`src/logic/fe_rx_pkg.sv`:
```
// Constants and carrier types for the 100 Mbit/s receive front end.
// Assumes one 200 MHz core clock; the hold cycle count below is derived from it.
package fe_rx_pkg;

   // Core clock and line rate
   localparam int CLOCK_MHZ = 200;
   localparam int LINE_RATE_MBPS = 125;

   // Descrambler hold timer, 722 us expressed in core cycles
   localparam int HOLD_TIME_US = 722;
   localparam int HOLD_CYCLES = HOLD_TIME_US * CLOCK_MHZ;

   // Idle burst needed to lock the descrambler
   localparam int IDLE_RUN_BITS = 40;
   localparam int RUN_COUNT_BITS = 6;

   // Idle symbols within one hold interval that keep the lock
   localparam int IDLE_SYMBOL_THRESHOLD = 8;
   localparam int IDLE_COUNT_BITS = 8;

   // Deciphering LFSR, x^11 + x^9 + 1
   localparam int LFSR_WIDTH = 11;
   localparam int LFSR_TAP_HIGH = 10;
   localparam int LFSR_TAP_LOW = 8;
   localparam logic [10:0] LFSR_RESET = 11'h000;

   // Code groups and delimiters
   localparam int CODE_GROUP_BITS = 5;
   localparam int PAIR_BITS = 10;
   localparam logic [3:0] PAIR_LAST_BIT = 4'h9;
   localparam logic [2:0] IDLE_ONES_LAST = 3'h4;
   localparam logic [9:0] SSD_PATTERN = 10'h311;
   localparam logic [9:0] IDLE_PAIR = 10'h3ff;

   // Output buffer
   localparam int FIFO_DEPTH = 4;

   // One aligned pair of code groups, first received bit in groups[9]
   typedef struct packed {
      logic startPair;
      logic [9:0] groups;
   } code_pair_s;

   localparam int PAIR_WORD_BITS = $bits(code_pair_s);

endpackage : fe_rx_pkg

```
`src/logic/pair_fifo.sv`:
```
// Small synchronous FIFO with valid/ready on both sides.
// Assumes one clock and an active-low asynchronous reset already synchronised.
`timescale 1ns/1ps
module pair_fifo #(
   parameter int WIDTH = 11,
   parameter int DEPTH = 4
) (
   // Clock and reset
   input wire logic clock,
   input wire logic rstCore_n,
   // Filling side
   input wire logic inValid,
   output logic inReady,
   input wire logic [WIDTH-1:0] inData,
   // Draining side
   output logic outValid,
   input wire logic outReady,
   output logic [WIDTH-1:0] outData
);
   localparam int PW = (DEPTH > 1) ? $clog2(DEPTH) : 1;
   localparam int CW = $clog2(DEPTH + 1);
   localparam logic [PW-1:0] LAST_SLOT = PW'(DEPTH - 1);
   localparam logic [CW-1:0] FULL_COUNT = CW'(DEPTH);

   typedef struct packed {
      logic [DEPTH-1:0][WIDTH-1:0] mem;
      logic [PW-1:0] wrPtr;
      logic [PW-1:0] rdPtr;
      logic [CW-1:0] count;
   } fifo_state_s;

   fifo_state_s s;
   fifo_state_s next_s;
   logic doPush;
   logic doPop;

   assign inReady = (s.count != FULL_COUNT);
   assign outValid = (s.count != '0);
   assign outData = s.mem[s.rdPtr];
   assign doPush = inValid && inReady;
   assign doPop = outValid && outReady;

   always_comb begin
      next_s = s;
      if (doPush) begin
         next_s.mem[s.wrPtr] = inData;
         next_s.wrPtr = (s.wrPtr == LAST_SLOT) ? '0 : s.wrPtr + 1'b1;
      end
      if (doPop) begin
         next_s.rdPtr = (s.rdPtr == LAST_SLOT) ? '0 : s.rdPtr + 1'b1;
      end
      if (doPush && !doPop) begin
         next_s.count = s.count + 1'b1;
      end else if (doPop && !doPush) begin
         next_s.count = s.count - 1'b1;
      end
   end

   always_ff @(posedge clock or negedge rstCore_n) begin
      if (!rstCore_n) begin
         s <= '0;
      end else begin
         s <= next_s;
      end
   end

endmodule : pair_fifo

```
`src/logic/fe_rx_descramble_align.sv`:
```
// Receive front end of a 100 Mbit/s PHY: NRZI decode, descramble, align.
// Assumes a recovered serial bit with a toggle strobe from the timing
// recovery domain, and a 200 MHz core clock well above the bit rate.
//
// What this block does
// - Accepts 125 Mbit/s stream, copper or fiber
// - Converts NRZI to NRZ, unaligned
// - Locks LFSR after idle run of 40
// - Locked: XOR each bit with LFSR
// - On lock, start 722 us hold timer
// - Enough idles reload the hold timer
// - Too few idles: drop lock, restart
// - Align code groups on 11000 10001 pair
// - Bypass for each major stage
// - Loopback path for diagnostics
// - Internal reset from sampled RC input
`timescale 1ns/1ps
module fe_rx_descramble_align
   import fe_rx_pkg::*;
#(
   parameter int HOLD_COUNT = HOLD_CYCLES,
   parameter int IDLE_THRESHOLD = IDLE_SYMBOL_THRESHOLD,
   parameter int DEPTH = FIFO_DEPTH
) (
   // Clock and reset
   input wire logic clock,
   input wire logic rst_n,
   input wire logic powerOnRcInput,
   output logic internalReset_n,
   // Recovered serial line
   input wire logic lineBit,
   input wire logic lineStrobe,
   output logic rxReady,
   // Loopback from the transmit path
   input wire logic loopbackEnable,
   input wire logic loopbackBit,
   input wire logic loopbackStrobe,
   // Stage bypasses
   input wire logic bypassNrzi,
   input wire logic bypassDescrambler,
   input wire logic bypassAlign,
   // Aligned code pairs
   output logic pairValid,
   input wire logic pairReady,
   output code_pair_s pairData,
   // Status
   output logic descramblerLocked,
   output logic codeAligned,
   output logic overflow
);
   localparam int HW = $clog2(HOLD_COUNT + 1);
   localparam logic [HW-1:0] HOLD_LOAD = HW'(HOLD_COUNT);
   localparam logic [IDLE_COUNT_BITS-1:0] IDLE_LIMIT = IDLE_COUNT_BITS'(IDLE_THRESHOLD);
   localparam logic [RUN_COUNT_BITS-1:0] RUN_LIMIT = RUN_COUNT_BITS'(IDLE_RUN_BITS);

   typedef struct packed {
      logic [1:0] lineSync;
      logic [1:0] strobeSync;
      logic strobeSeen;
      logic [1:0] rcSync;
      logic internalReset_n;
      logic prevLevel;
      logic [LFSR_WIDTH-1:0] lfsr;
      logic [RUN_COUNT_BITS-1:0] matchRun;
      logic locked;
      logic [HW-1:0] holdTimer;
      logic [IDLE_COUNT_BITS-1:0] idleCount;
      logic [2:0] onesRun;
      logic [PAIR_BITS-1:0] window;
      logic aligned;
      logic [3:0] bitPos;
      logic overflow;
   } rx_state_s;

   rx_state_s s;
   rx_state_s next_s;
   logic [1:0] rstSync;
   logic coreRst_n;
   logic pushValid;
   logic pushReady;
   code_pair_s pushData;

   // Variables of the combinational pass
   logic bitEvent;
   logic srcBit;
   logic nrzBit;
   logic keyBit;
   logic candidate;
   logic dataBit;
   logic streamOk;
   logic [PAIR_BITS-1:0] shifted;

   // Core reset released through two flops
   always_ff @(posedge clock or negedge rst_n) begin
      if (!rst_n) begin
         rstSync <= 2'h0;
      end else begin
         rstSync <= {rstSync[0], 1'b1};
      end
   end

   assign coreRst_n = rstSync[1];

   // Status outputs straight from flops; rxReady decoded from the buffer count
   assign internalReset_n = s.internalReset_n;
   assign descramblerLocked = s.locked;
   assign codeAligned = s.aligned;
   assign overflow = s.overflow;
   assign rxReady = pushReady;

   always_comb begin
      next_s = s;
      pushValid = 1'b0;
      pushData = '0;
      bitEvent = 1'b0;
      srcBit = 1'b0;
      nrzBit = 1'b0;
      keyBit = 1'b0;
      candidate = 1'b0;
      dataBit = 1'b0;
      streamOk = 1'b0;
      shifted = '0;

      // Pin synchronisers, first stage only feeds the second
      next_s.lineSync = {s.lineSync[0], lineBit};
      next_s.strobeSync = {s.strobeSync[0], lineStrobe};
      next_s.strobeSeen = s.strobeSync[1];

      next_s.rcSync = {s.rcSync[0], powerOnRcInput};
      next_s.internalReset_n = s.rcSync[1];

      // line bit or loopback selects source
      if (loopbackEnable) begin
         srcBit = loopbackBit;
         bitEvent = loopbackStrobe;
      end else begin
         srcBit = s.lineSync[1];
         bitEvent = s.strobeSync[1] ^ s.strobeSeen;
      end

      nrzBit = bypassNrzi ? srcBit : (srcBit ^ s.prevLevel);

      keyBit = s.lfsr[LFSR_TAP_HIGH] ^ s.lfsr[LFSR_TAP_LOW];
      candidate = ~nrzBit;

      if (bypassDescrambler) begin
         dataBit = nrzBit;
      end else begin
         dataBit = nrzBit ^ keyBit;
      end
      streamOk = s.locked || bypassDescrambler;

      if (s.locked && !bypassDescrambler && s.holdTimer != '0) begin
         next_s.holdTimer = s.holdTimer - 1'b1;
      end

      if (bitEvent) begin
         next_s.prevLevel = srcBit;

         if (!bypassDescrambler && !s.locked) begin
            // idle run of 40 consistent bits
            next_s.lfsr = {s.lfsr[LFSR_WIDTH-2:0], candidate};
            if (candidate == keyBit) begin
               if (s.matchRun == RUN_LIMIT - 1'b1) begin
                  next_s.locked = 1'b1;
                  next_s.matchRun = '0;
                  next_s.holdTimer = HOLD_LOAD;
                  next_s.idleCount = '0;
                  next_s.onesRun = '0;
               end else begin
                  next_s.matchRun = s.matchRun + 1'b1;
               end
            end else begin
               next_s.matchRun = '0;
            end
         end else if (!bypassDescrambler) begin
            next_s.lfsr = {s.lfsr[LFSR_WIDTH-2:0], keyBit};
         end

         // Unaligned idle symbol count, five ones each
         if (streamOk) begin
            if (!dataBit) begin
               next_s.onesRun = '0;
            end else if (s.onesRun == IDLE_ONES_LAST) begin
               next_s.onesRun = '0;
               if (s.idleCount + 1'b1 >= IDLE_LIMIT) begin
                  next_s.idleCount = '0;
                  next_s.holdTimer = HOLD_LOAD;
               end else begin
                  next_s.idleCount = s.idleCount + 1'b1;
               end
            end else begin
               next_s.onesRun = s.onesRun + 1'b1;
            end
         end

         shifted = {s.window[PAIR_BITS-2:0], dataBit};
         next_s.window = shifted;
         if (streamOk) begin
            if (!s.aligned) begin
               if (bypassAlign) begin
                  next_s.aligned = 1'b1;
                  // First bit already opens the pair
                  next_s.bitPos = 4'h1;
               end else if (shifted == SSD_PATTERN) begin
                  next_s.aligned = 1'b1;
                  next_s.bitPos = '0;
                  pushValid = 1'b1;
                  pushData.startPair = 1'b1;
                  pushData.groups = shifted;
               end
            end else if (s.bitPos == PAIR_LAST_BIT) begin
               // fixed boundary after the start pair
               next_s.bitPos = '0;
               pushValid = 1'b1;
               pushData.startPair = 1'b0;
               pushData.groups = shifted;
               if (shifted == IDLE_PAIR && !bypassAlign) begin
                  next_s.aligned = 1'b0;
               end
            end else begin
               next_s.bitPos = s.bitPos + 1'b1;
            end
         end
      end

      // Lost pairs are flagged until reset
      if (pushValid && !pushReady) begin
         next_s.overflow = 1'b1;
      end

      // expiry drops lock and restarts search
      if (s.locked && !bypassDescrambler && s.holdTimer == '0
          && next_s.holdTimer == '0) begin
         next_s.locked = 1'b0;
         next_s.lfsr = LFSR_RESET;
         next_s.matchRun = '0;
         next_s.idleCount = '0;
         next_s.onesRun = '0;
         next_s.aligned = 1'b0;
         next_s.bitPos = '0;
      end

      // Without a stream, alignment cannot stand
      if (!streamOk && !next_s.locked) begin
         next_s.aligned = 1'b0;
      end

      if (!s.internalReset_n) begin
         next_s.prevLevel = 1'b0;
         next_s.lfsr = LFSR_RESET;
         next_s.matchRun = '0;
         next_s.locked = 1'b0;
         next_s.holdTimer = '0;
         next_s.idleCount = '0;
         next_s.onesRun = '0;
         next_s.window = '0;
         next_s.aligned = 1'b0;
         next_s.bitPos = '0;
         next_s.overflow = 1'b0;
         pushValid = 1'b0;
      end
   end

   always_ff @(posedge clock or negedge coreRst_n) begin
      if (!coreRst_n) begin
         s <= '0;
      end else begin
         s <= next_s;
      end
   end

   // Output buffer, back-pressure shown on rxReady
   pair_fifo #(
      .WIDTH(PAIR_WORD_BITS),
      .DEPTH(DEPTH)
   ) u_pair_fifo (
      .clock(clock),
      .rstCore_n(coreRst_n),
      .inValid(pushValid),
      .inReady(pushReady),
      .inData(pushData),
      .outValid(pairValid),
      .outReady(pairReady),
      .outData(pairData)
   );

endmodule : fe_rx_descramble_align

```
`config.mk`:
```
export PLATFORM = sky130hd
export DESIGN_NAME = fe_rx_descramble_align
export DESIGN_NICKNAME = d
export VERILOG_FILES = /design/src/logic/fe_rx_pkg.sv /design/src/logic/pair_fifo.sv /design/src/logic/fe_rx_descramble_align.sv
export SDC_FILE = /design/constraint.sdc
export NUM_CORES = 1
export LEC_CHECK = 0
export ABC_AREA = 1
export BUFFER_PORTS_ARGS = -buffer_cell sky130_fd_sc_hd__buf_2
export CELL_PAD_IN_SITES_DETAIL_PLACEMENT = 1
export CELL_PAD_IN_SITES_GLOBAL_PLACEMENT = 1
export CORE_MARGIN = 3
export CORE_UTILIZATION = 45
export CTS_BUF_LIST = sky130_fd_sc_hd__clkbuf_16
export DETAILED_ROUTE_END_ITERATION = 10
export MAX_ROUTING_LAYER = met4
export PLACE_DENSITY_LB_ADDON = 0.1
export SLEW_MARGIN = 40
export SYNTH_ARGS = -nofsm -noshare
export SYNTH_HDL_FRONTEND = slang
export SYNTH_HIERARCHICAL = 1
export SYNTH_SLANG_ARGS = --single-unit
```
`constraint.sdc`:
```
create_clock -name clock -period 4.31 [get_ports clock]
set_input_delay 1.0775 -clock clock [delete_from_list [all_inputs] [get_ports clock]]
set_output_delay 1.0775 -clock clock [all_outputs]
set_load 0.02 [all_outputs]
```
Word level (Yosys, flattened, before mapping):

Index checks and enable logic that the tools add are counted.

* flip-flop bits (word level): 124
* bits of input ports: 12
* output and inout port bits: 17
* word-level logic and storage cells: 150

* reductions and logical operators: 32
* add/subtract/negate cells: 9
* bitwise operators: 5
* multiplexer cells: 55
* order comparisons: 4
* equal/unequal tests: 21

Operator list (number)
* 2-to-1 mux 11 bit: 10
* 2-to-1 mux 64 bit: 1
* 2-to-1 mux 63 bit: 1
* 2-to-1 mux 30 bit: 2
* 2-to-1 mux 18 bit: 3
* 2-to-1 mux 26 bit: 2
* bitwise mux 44 bit: 1
* logical NOT 18 bit: 2
* 2-to-1 mux 36 bit: 1
* 2-to-1 mux 29 bit: 1
* 2-to-1 mux 5 bit: 5
* binary-select mux 11 bit (select 2 bit): 1
* demux 11 bit (select 2 bit): 1
* == test 10 bit (second input constant): 2
* inequality test 4 x 1 -> 1 bit (second input constant): 5
* nonzero test 18 bit: 1
* subtractor 18 x 1 -> 18 bit (second input constant): 1
* 2-to-1 mux 1 bit: 15
* logical AND 1 bit: 13
* 2-to-1 mux 3 bit: 4
* 2-to-1 mux 6 bit: 2
* 2-to-1 mux 10 bit: 1
* inequality test 3 x 1 -> 1 bit (second input constant): 3
* adder 8 x 1 -> 8 bit (second input constant): 1
* 29 further kinds: 47

Logic depth before layout (Yosys ltp):

Gate-level depths: netlist (run 1).

* depth in word-level cells: 19
* depth in mapped cells: 25

By module:

Netlist (run 1), hierarchy kept.

Modules (own cells, without submodules)
* fe_rx_descramble_align: cells each 489, seq. area each 1826.8 µm², times used 1, area each 3906.2 µm²
* pair_fifo: cells each 330, seq. area each 1276.2 µm², times used 1, area each 2660.1 µm²

Worst setup path before layout (run 1):

Ideal clock, no wire load.

* path kind: input-to-reg
* start: input loopbackEnable
* end: register u_pair_fifo/s[2] (netlist bit)
* arrival: 3.512 ns
* cell stages on the path: 24
* setup slack: 0.681 ns
* library setup time: 0.117 ns
* required time: 4.193 ns
* path through: inv_2 -> nand2_1 -> nand2_1 -> nand2_1 -> nand2_1 -> nand2_1 -> nand3_1 -> nand2_1 -> inv_1 -> nand3_1 -> a21oi_1 -> inv_1 -> clkbuf_1 -> nor2_1 -> buf_4 -> nand2_2 -> inv_1 -> ha_1 -> inv_1 -> fa_1 -> nand2_1 -> nand3_1 -> nand2_1 -> nand2_1

* word-level cells in the longest chain between the ends: 16

RTL lines
* from (decl): RTL line fe_rx_descramble_align.sv:35 `input wire logic loopbackEnable,`
* 2-to-1 mux 1 bit: RTL line fe_rx_descramble_align.sv:133 `if (loopbackEnable) begin`
* bitwise XOR 1 bit: RTL line fe_rx_descramble_align.sv:141 `nrzBit = bypassNrzi ? srcBit : (srcBit ^ s.prevLevel);`
* 2-to-1 mux 1 bit: RTL line fe_rx_descramble_align.sv:141
* bitwise XOR 1 bit: RTL line fe_rx_descramble_align.sv:149 `dataBit = nrzBit ^ keyBit;`
* 2-to-1 mux 1 bit: RTL line fe_rx_descramble_align.sv:146 `if (bypassDescrambler) begin`
* == test 10 bit: RTL line fe_rx_descramble_align.sv:205 `end else if (shifted == SSD_PATTERN) begin`
* 2-to-1 mux 1 bit: RTL line fe_rx_descramble_align.sv:205
* 2-to-1 mux 1 bit: RTL line fe_rx_descramble_align.sv:201 `if (bypassAlign) begin`
* [... 2 more ...]
* 2-to-1 mux 1 bit (*): RTL line fe_rx_descramble_align.sv:157 `if (bitEvent) begin`
* 2-to-1 mux 1 bit (*): RTL line fe_rx_descramble_align.sv:249 `if (!s.internalReset_n) begin`
* named net pushValid: RTL line fe_rx_descramble_align.sv:79 `logic pushValid;`
* logical AND 1 bit (*): RTL line pair_fifo.sv:40 `assign doPush = inValid && inReady;`
* named net u_pair_fifo.doPush: RTL line pair_fifo.sv:34 `logic doPush;`
* logical NOT 1 bit: RTL line pair_fifo.sv:54 `end else if (doPop && !doPush) begin`
* logical AND 1 bit: RTL line pair_fifo.sv:54
* nonzero test 2 bit (no line)
* to (signal assigned): RTL line pair_fifo.sv:63 `s <= next_s;`
* to (decl): RTL line pair_fifo.sv:32 `fifo_state_s s;`

Mark *: on every way through the listed nets, which the timed path passes. The rest lies on a longest branch.
A chain may end at the register's enable or synchronous reset.

Worst setup path in the final report (run 1):

Same ends and word-level chain as after synthesis.

==> results of run 1 <==
-- cells in the final DEF, fill, tap and decap left out, drive strengths merged, types with 10 or more instances in the layout --
| cell | Yosys | routed |
|---|---|---|
| nand2 | 245 | 245 |
| nor2 | 77 | 77 |
| dfrtp | 124 | 124 |
| buf | 28 | 42 |
| ha | 13 | 13 |
| a21oi | 23 | 23 |
| clkbuf | 8 | 17 |
| xor2 | 11 | 11 |
| inv | 86 | 91 |
| clkinv | 2 | 10 |
| nand4 | 57 | 57 |
| o21ai | 34 | 34 |
| o211ai | 11 | 11 |
| nand3 | 41 | 41 |
| xnor2 | 11 | 11 |
| o22ai | 12 | 12 |
-- state kept, by name, indices dropped and copies added, names as in the netlist --
signal,cells
next_s,5
overflow,1
descramblerLocked,1
codeAligned,1
s,62
rstSync,2
internalReset_n,1
u_pair_fifo/s,51
-- cell usage after synthesis, types with 6 or more instances --
cell | n | area share (%)
o21ai_0 | 26 | 2.0
buf_6 | 9 | 1.5
o22ai_1 | 12 | 1.1
clkbuf_1 | 8 | 0.46
xnor2_1 | 11 | 1.5
nor3_1 | 8 | 0.61
nor2_2 | 8 | 0.76
nand2_2 | 6 | 0.57
nor2_1 | 68 | 3.9
inv_1 | 83 | 4.7
xor2_1 | 11 | 1.5
o21ai_1 | 7 | 0.53
ha_1 | 13 | 2.5
buf_2 | 12 | 0.91
and3_1 | 7 | 0.67
nand4_1 | 56 | 5.3
nand3_1 | 39 | 3.0
o211ai_1 | 11 | 1.3
a21oi_1 | 22 | 1.7
dfrtp_1 | 124 | 47
nand2_1 | 238 | 14
-- worst max-delay path, delay by kind of cell --
family                     cells  cell delay [ps]
buffers and inverters          6              720
adders and majority gates      2              560
and+or+nand+nor               14             1420
AOI/OAI and AO/OA              1              150
-- final timing paths --
check / cells past startpoint / to / start
min in group clock: 0 / internalReset_n / next_s[64]
hold reg to reg: 0 / u_pair_fifo/s[2] / rstSync[1]
setup / recovery: 23 / u_pair_fifo/s[2] / loopbackEnable
hold / removal: 0 / u_pair_fifo/s[2] / rstSync[1]
setup reg to reg: 18 / u_pair_fifo/s[2] / s[60]
max in group asynchronous: 2 / u_pair_fifo/s[29] / rstSync[1]
-- power by group --
| part | switching, mW | total, mW | internal, mW |
|---|---|---|---|
| Combinational | 0.438 | 0.630 | 0.193 |
| Clock | 0.507 | 1.22 | 0.708 |
| Sequential | 0.0729 | 1.27 | 1.20 |
| Total | 1.02 | 3.12 | 2.10 |
-- kinds of logic (layout without fill, tap and decap cells) --
family,after synthesis,count (layout),share of synthesized area [%]
and+or+nand+nor,448,448,30.85
AOI/OAI and AO/OA,85,85,7.393
adders and majority gates,14,14,2.782
DFF,124,124,47.26
xor gates and xnor gates,22,22,2.934
buffers and inverters,124,162,8.556
other,1,1,0.05711
muxes,1,1,0.1715
-- per-layer routing --
metal  GRT usage (%)  wire [um]  vias up
li1                -          -     2716
met1           29.05       8032     2883
met2           40.66       9000       83
met3           5.600        572       25
met4           7.256        295        0
met5               -          0        -
-- cell type report --
| type | instances | area, sq um |
|---|---|---|
| repair buffers | 42 | 257.7 |
| clock buffers | 17 | 425.4 |
| fillers | 1745 | 6773 |
| flip-flops and latches | 124 | 3108 |
| clock inverters | 15 | 70.07 |
| multi-input cells | 571 | 2904 |
| inverters | 88 | 332.8 |
| well taps | 180 | 225.2 |
==> run summary, run 1 <==
Crit path required time: 4620 ps
Crit. End Element: register
Largest net degree at the start of global routing: 55
Share of post-route cells with drive strength above 1: 11.32%
Initial cell density of the core: 46.58%
Sequential area share after synthesis: 47.26%
Most used DFF post-synth: dfrtp_1
Post-synth EDFFs: 0
Dpl ws: 302.8 ps
Final instance area: 7323 sq um
DR vias: 5,707
DR DRC count: 0
Placed inst area: 6808 sq um
Setup CP Type: in2reg
Worst-Margin Slew: 613.3 ps
Number of routed nets with antenna violations: 0
Post-route setup slack: 678.9 ps
Post-CTS Setup Bufs: 0
Port buffer count: 28
Die Y: 126.8 um
Vias per cell: 5.503
Worst vdd ir: 292.2 uV
Total power: 3.120 mW
Number of antenna violations at the first check in global routing: 0
Vias in the first global route: 6,178
RD Place Congestion: 0.8435
First-pass GRT wire length: 30,300 um
Cts bufs inserted: 17
Post-CTS sizing: 0
Max-slew headroom: 59.11%
Maxcap violations: 0
Die area: 16,080 sq um
TritonCTS clock tree: done
Final core occ: 51.95%
Unique cell type count in the Yosys netlist: 44
Status: complete, no violations
Flops & latches, synth: 124
Async S/R FF share, synth: 100.0%
Syn Std Cell Area: 6566 sq um
Clock Tree Buf Depth: 2
Routed WL: 17,900 um
CP peak stage delay: 390 ps
Finish-stage setup viols: 0
GRT Resource Usage Total: 24.17%
Clk_skew: 10.03 ps
RSZ-0062 raised after global routing: false
Root buffer cell: clkbuf_16
Fin crit period: 3631 ps
Hold Slack: 200.4 ps
Slowest CP cell: fa_1
CTS clk-pin slew, worst paths: 60 ps
Hold buffers post-CTS: 0
Crit share post-route: 84.25%
Die Wd: 126.8 um
FF-to-FF setup slack: 1100 ps
H-tree Lvls: 4
Worst path most repeated cell: nand2_1
Layout area overhead: 11.53%
Pwr Density: 426.0 nW/um^2
Leakage: 3.767 nW
Cell Count, Final, Fillers Out: 1,037
Worst-path cell chain: buf_2 > inv_2 > nand2_1 > nand2_1 > nand2_1 > nand2_1 > nand2_1 > nand3_1 > nand2_1 > inv_1 > nand3_1 > a21oi_1 > inv_1 > nor2_2 > nand2_2 > inv_1 > ha_1 > inv_1 > fa_1 > nand2_1 > nand3_1 > nand2_1 > nand2_1
Nets: 870
Class of the worst hold path: reg2async
Max Fanout on Critical Path: 12
Fmax: 0.2754 GHz
Ys Warns: 6
Arrival time at the worst endpoint: 3940 ps
Crit start category: input pin
Synthesized area per cell: 8.017 sq um
DRT iter0 DRCs: 338
Routed length per instance: 17.26 um
# placed instances: 1,004
Syn Inst Count: 819
Final slew viol count: 0
Mapped Nets: 845
Clk_lat worst skew: 420 ps
Core ar.: 14,100 sq um
I/O Pins: 29
Drt pass-1 iters: 5
Overflow after GRT: 0
Antenna Cells: 0
Total Neg Setup Slack: 0 ps
DP HPWL: 12,130 um
Cell Rows: 43
Final hold violation count: 0
CTS Sinks: 124
No activity file was read; power rests on OpenSTA's default activity.
==> run 2: changes to the inputs <==
--- a/config.mk
+++ b/config.mk
@@ -10,7 +10,7 @@
 export CELL_PAD_IN_SITES_DETAIL_PLACEMENT = 1
 export CELL_PAD_IN_SITES_GLOBAL_PLACEMENT = 1
 export CORE_MARGIN = 3
-export CORE_UTILIZATION = 45
+export CORE_UTILIZATION = 42
 export CTS_BUF_LIST = sky130_fd_sc_hd__clkbuf_16
 export DETAILED_ROUTE_END_ITERATION = 10
 export MAX_ROUTING_LAYER = met4
==> constraint.sdc (replaced) <==
create_clock -name clock -period 3 [get_ports clock]
set_input_delay 0.75 -clock clock [delete_from_list [all_inputs] [get_ports clock]]
set_output_delay 0.75 -clock clock [all_outputs]
set_load 0.02 [all_outputs]
==> run 2 against run 1 <==
Effect of this change:
- non-clock buffer count rose by 17
- cell count up 4.6%
- via count down 0.32%
- hold slack worse by 95 ps
- count of clock-buffer cells in the layout is the same
- worst setup slack worse by 400 ps
- register-to-register slack got worse by 830 ps
- critical path depth fell by 5
- critical path type is now reg2reg
- largest cell class unchanged
==> run summary, run 2 (same netlist as run 1, synthesis figures left out) <==
DRT iter0 DRCs: 197 (-42%)
Crit. End Element: register
Core ar.: 15,260 sq um (+8.2%)
Max reg flops: 62 (unchanged)
DR DRC count: 0 (unchanged)
Fin crit period: 2726 ps
Routed WL: 17,740 um (-0.88%)
CTS Sinks: 124 (unchanged)
Crit share post-route: 90.86%
Die Wd: 131.0 um (+3.3%)
Port buffer count: 28 (unchanged)
Routed length per instance: 16.35 um (-5.3%)
Initial cell density of the core: 43.03% (-3.5 points)
Clk_skew: 6.248 ps (-3.781 ps)
Die area: 17,170 sq um (+6.8%)
RSZ-0062 raised after global routing: false
GRT Resource Usage Total: 22.79% (-1.4 points)
Number of antenna violations at the first check in global routing: 0 (unchanged)
RD Place Congestion: 0.8397 (-0.45%)
Share of post-route cells with drive strength above 1: 15.45% (+4.1 points)
First-pass GRT wire length: 29,670 um (-2.1%)
Worst-path cell chain: xnor2_1 > nand3_2 > nand3_2 > nand2_2 > inv_2 > nand3_2 > a21oi_1 > inv_1 > nor2_4 > nand2_4 > inv_4 > ha_4 > inv_2 > fa_2 > nand2_1 > nand3_1 > nand2_1 > nand2_1
Fmax: 0.3669 GHz
Crit start category: register
Hold Slack: 105.1 ps (-95.31 ps)
Drt pass-1 iters: 4 (-1)
Leakage: 3.867 nW (+2.6%)
# placed instances: 1,053 (+4.9%)
Finish-stage setup viols: 0 (unchanged)
Antenna Cells: 0 (unchanged)
Clk_lat worst skew: 420 ps (about the same)
Status: complete, no violations
Most common cell after layout, fill and taps aside: nand2_1
Clock Tree Buf Depth: 2 (unchanged)
Cell Rows: 45 (+4.7%)
DR vias: 5,689 (-0.32%)
Cts bufs inserted: 17 (unchanged)
Final slew viol count: 0 (unchanged)
H-tree Lvls: 4 (unchanged)
Class of the worst hold path: in2async
Number of routed nets with antenna violations: 0 (unchanged)
Slowest CP cell: dfrtp_1
Layout area overhead: 16.35%
Arrival time at the worst endpoint: 3030 ps (-910 ps)
TritonCTS clock tree: done
Layout fillers: 1,840 (+5.4%)
Largest net degree at the start of global routing: 53 (-3.6%)
Max Fanout on Critical Path: 4 (-8)
CTS clk-pin slew, worst paths: 60 ps (about the same)
Overflow after GRT: 0 (unchanged)
CP peak stage delay: 410 ps (+20 ps)
Most frequent cells in the layout: nand2_1 (231), dfrtp_1 (122), inv_1 (80)
Cell Count, Final, Fillers Out: 1,085 (+4.6%)
Die Y: 131.0 um (+3.3%)
Worst-Margin Slew: 704.9 ps (+91.58 ps)
Maxcap violations: 0 (unchanged)
Setup CP Type: reg2reg
Pwr Density: 633.2 nW/um^2 (+49%)
Nets: 887 (+2.0%)
Cell family with most CP delay: simple AND/OR/NAND/NOR gates
DP HPWL: 12,380 um (+2.1%)
CP Buf/Inv Count: 4 (-2)
Max-slew headroom: 53.01% (-6.1 points)
Root buffer cell: clkbuf_16
Crit path required time: 3310 ps (-1310 ps)
Final hold violation count: 0 (unchanged)
Final core occ: 50.07% (-1.9 points)
I/O Pins: 29 (unchanged)
Biggest register: s
Worst vdd ir: 411.2 uV (+41%)
Vias in the first global route: 6,098 (-1.3%)
Vias per cell: 5.243 (-4.7%)
## run 2: final cells by class
cell class                      instances  area, sq um  share of cell area (%)
Clock buffer                           17        425.4                   5.568
Clock inverter                         15        172.7                   2.260
Inverter                               88        335.3                   4.389
Multi-Input combinational cell        571         2962                   38.77
Sequential cell                       124         3108                   40.68
Tap cell                              211        264.0                   3.456
Timing Repair Buffer                   59        372.9                   4.880
## run 2: worst paths after layout
path | cells past startpoint | from | endpoint | slack (ps)
worst max-delay path | 18 | s[60] | u_pair_fifo/s[2] | 270
worst min-delay path | 1 | rst_n | rstSync[0] | 110
max in group asynchronous | 1 | rstSync[1] | s[27] | 1750
min in group clock | 0 | rstSync[0] | rstSync[1] | 350
worst min register to register | 0 | rstSync[0] | rstSync[1] | 350
worst max register to register | 18 | s[60] | u_pair_fifo/s[2] | 270
## run 2: metal layers
| metal | share of wire [%] | GRT usage [%] | wire length (um) |
|---|---|---|---|
| met5 | 0 | - | 0 |
| met4 | 1.4 | 6.231 | 240 |
| met3 | 2.7 | 4.472 | 475 |
| met2 | 52 | 38.83 | 9216 |
| met1 | 44 | 27.64 | 7811 |
## run 2: timing repair
action / CTS / global route
endpoints found under the setup margin: 0 / 7
setup buffers: 0 / 0
hold buffers: 0 / 0
resized for setup: 0 / 1
## run 2: metrics by stage
stage / TNS, ps / total power, mW / setup WS [ps] / area [sq um]
2_1_floorplan: 0 / 2.532 / 6.338 / 6641
3_3_place_gp: 0 / 2.749 / 49.19 / 7038
3_5_place_dp: -233.5 / 2.791 / -140.5 / 7038
4_1_cts: 0 / 4.903 / 199.2 / 7636
5_1_grt: 0 / 5.101 / 1.761 / 7640
6_report: 0 / 4.837 / 274.2 / 7640
## run 2: worst register-to-register path, cell delays in order (launching register included)
cell	delay (ps)
dfrtp_1	410
xnor2_1	330
nand3_2	150
nand3_2	110
nand2_2	70
inv_2	70
nand3_2	60
a21oi_1	180
inv_1	100
nor2_4	150
nand2_4	80
inv_4	80
ha_4	140
inv_2	50
fa_2	350
nand2_1	90
nand3_1	80
nand2_1	70
nand2_1	50
## run 2: power breakdown
group / leakage [nW] / switching, mW / internal (mW)
Combinational: 1.89 / 0.625 / 0.293
Clock: 0.281 / 0.785 / 1.30
Sequential: 1.70 / 0.107 / 1.72
==> run 3: changes to the inputs <==
--- a/config.mk
+++ b/config.mk
@@ -9,8 +9,9 @@
 export BUFFER_PORTS_ARGS = -buffer_cell sky130_fd_sc_hd__buf_2
 export CELL_PAD_IN_SITES_DETAIL_PLACEMENT = 1
 export CELL_PAD_IN_SITES_GLOBAL_PLACEMENT = 1
+export CORE_ASPECT_RATIO = 1.4
 export CORE_MARGIN = 3
-export CORE_UTILIZATION = 42
+export CORE_UTILIZATION = 40
 export CTS_BUF_LIST = sky130_fd_sc_hd__clkbuf_16
 export DETAILED_ROUTE_END_ITERATION = 10
 export MAX_ROUTING_LAYER = met4
==> run 3 against run 2 <==
Effect of this change:
- count of clock-buffer cells in the layout did not move
- worst setup slack got worse by 45 ps
- clock power barely moved
- critical endpoint unchanged
- utilization fell by 1.8 points
- combinational power rose by 0.7%
- first-iteration DRC count fell by 12%
- non-clock buffer count fell by 2
- cell count fell by 1.7%
- global-route usage fell by 2.5 points
- largest cell class unchanged
- critical path depth did not move
==> run summary, run 3 (same netlist as run 1, synthesis figures left out) <==
Hold Slack: 110.4 ps (+5.287 ps)
Hold buffers post-CTS: 0 (unchanged)
Largest net degree at the start of global routing: 59 (+11%)
Finish-stage setup viols: 0 (unchanged)
Maxcap violations: 0 (unchanged)
Routed length per instance: 15.71 um (-4.0%)
Worst vdd ir: 460.9 uV (+12%)
Cts bufs inserted: 17 (unchanged)
Number of routed nets with antenna violations: 0 (unchanged)
RD Place Congestion: 0.7964 (-5.2%)
Class of the worst hold path: in2async
GRT Resource Usage Total: 20.33% (-2.5 points)
I/O Pins: 29 (unchanged)
Most common cell after layout, fill and taps aside: nand2_1
First-pass GRT wire length: 28,790 um (-3.0%)
Biggest register: s
Core ar.: 15,810 sq um (+3.6%)
Number of antenna violations at the first check in global routing: 0 (unchanged)
Arrival time at the worst endpoint: 3070 ps (+40 ps)
Post-CTS Setup Bufs: 0 (unchanged)
Crit. End Element: register
Pwr Density: 637.8 nW/um^2 (+0.74%)
Max reg flops: 62 (unchanged)
Final core occ: 48.28% (-1.8 points)
Root buffer cell: clkbuf_16
Final slew viol count: 0 (unchanged)
Share of post-route cells with drive strength above 1: 14.93% (-0.52 points)
Cell Count, Final, Fillers Out: 1,067 (-1.7%)
Fmax: 0.3609 GHz (-1.6%)
Reg2reg start: s[60]
Beginning of the critical path: s[60]
Crit start category: register
Initial cell density of the core: 41.53% (-1.5 points)
CTS Sinks: 124 (unchanged)
Vias per cell: 5.162 (-1.5%)
Worst-Margin Slew: 507.0 ps (-197.9 ps)
Layout fillers: 1,938 (+5.3%)
Leakage: 3.882 nW (+0.39%)
Vias in the first global route: 6,082 (-0.26%)
Clk_lat worst skew: 420 ps (about the same)
Routed WL: 16,760 um (-5.5%)
CP endpoint: u_pair_fifo/s[2]
Nets: 885 (-0.23%)
Cell Rows: 54 (+20%)
RSZ-0062 raised after global routing: false
Max Fanout on Critical Path: 4 (unchanged)
Post-CTS sizing: 0 (unchanged)
Layout area overhead: 16.25% (about the same)
Fin crit period: 2771 ps (+45.33 ps)
Die Y: 157.6 um (+20%)
RR Endpoint: u_pair_fifo/s[2]
Crit share post-route: 92.37% (+1.5 points)
Die Wd: 114.3 um (-13%)
H-tree Lvls: 4 (unchanged)
DR DRC count: 0 (unchanged)
Drt pass-1 iters: 4 (unchanged)
Cell depth of the worst flop-to-flop path: 18 (unchanged)
# placed instances: 1,035 (-1.7%)
CTS clk-pin slew, worst paths: 50 ps (about the same)
Die area: 18,010 sq um (+4.9%)
Setup CP Type: reg2reg
Final hold violation count: 0 (unchanged)
DP HPWL: 12,160 um (-1.8%)
Status: complete, no violations
Most frequent cells in the layout: nand2_1 (232), dfrtp_1 (122), inv_1 (80)
Overflow after GRT: 0 (unchanged)
Clk_skew: 7.672 ps (+1.424 ps)
Max-slew headroom: 66.12% (+13 points)
FF-to-FF setup slack: 230 ps (-50 ps)
Clock Tree Buf Depth: 2 (unchanged)
DR vias: 5,508 (-3.2%)
TritonCTS clock tree: done
DRT iter0 DRCs: 174 (-12%)
Total power: 4.869 mW (+0.65%)
Antenna Cells: 0 (unchanged)
Port buffer count: 28 (unchanged)
Crit path required time: 3300 ps (about the same)
## run 3: cell count changes in the layout (fill, tap and decap cells not counted), moves of 2 or more
cell / previous run / this run
inv_6: 2 / 0
buf_12: 0 / 2
buf_4: 31 / 27
clkinvlp_4: 4 / 0
clkinv_2: 2 / 4
## run 3: area by class of cell
class	instances	area (sq um)	share of cell area, %
Timing Repair Buffer	57	382.9	5.016
Multi-Input combinational cell	571	2959	38.76
Clock inverter	14	177.7	2.327
Sequential cell	124	3108	40.71
Clock buffer	17	425.4	5.573
Tap cell	196	245.2	3.213
Inverter	88	335.3	4.393
## run 3: report_power, final
group          internal (mW)  switching (mW)
Combinational          0.304           0.621
Clock                   1.37           0.752
Sequential              1.73          0.0951
Total                   3.40            1.47
## run 3: worst min path at each step
stage          depth (start not counted)  slack [ps]          to  startpoint
6_report                               1         110  rstSync[1]       rst_n
5_1_grt                                1          90  rstSync[1]       rst_n
4_1_cts                                1          90  rstSync[1]       rst_n
3_5_place_dp                           0         340  next_s[67]  next_s[69]
3_3_place_gp                           0         340  rstSync[1]  rstSync[0]
2_1_floorplan                          0         330  rstSync[1]  rstSync[0]
## run 3: metrics by stage
stage | instance area [sq um] | TNS (ps) | setup WS [ps]
2_1_floorplan | 6641 | 0 | 6.338
3_3_place_gp | 7009 | -37.28 | -33.87
3_5_place_dp | 7009 | -4014 | -175.3
4_1_cts | 7612 | 0 | 175.6
5_1_grt | 7634 | 0 | 13.40
6_report | 7634 | 0 | 228.9
## run 3: critical path, stage by stage (launching register included)
cell and delay, ps:
dfrtp_1 410, xnor2_1 330, nand3_2 150, nand3_2 110
nand2_2 70, inv_2 60, nand3_2 60, a21oi_1 230
inv_1 110, nor2_4 140, nand2_4 80, inv_4 70
ha_4 130, inv_2 40, fa_2 350, nand2_1 100
nand3_1 80, nand2_1 60, nand2_1 60
## run 3: routing by layer
| metal | vias up | global-route usage, % | part of all wire, % |
|---|---|---|---|
| met3 | 15 | 3.786 | 2.3 |
| li1 | 2738 | - | - |
| met2 | 51 | 36.80 | 54 |
| met1 | 2704 | 22.74 | 42 |
| met5 | - | - | 0 |
| met4 | 0 | 5.886 | 1.2 |
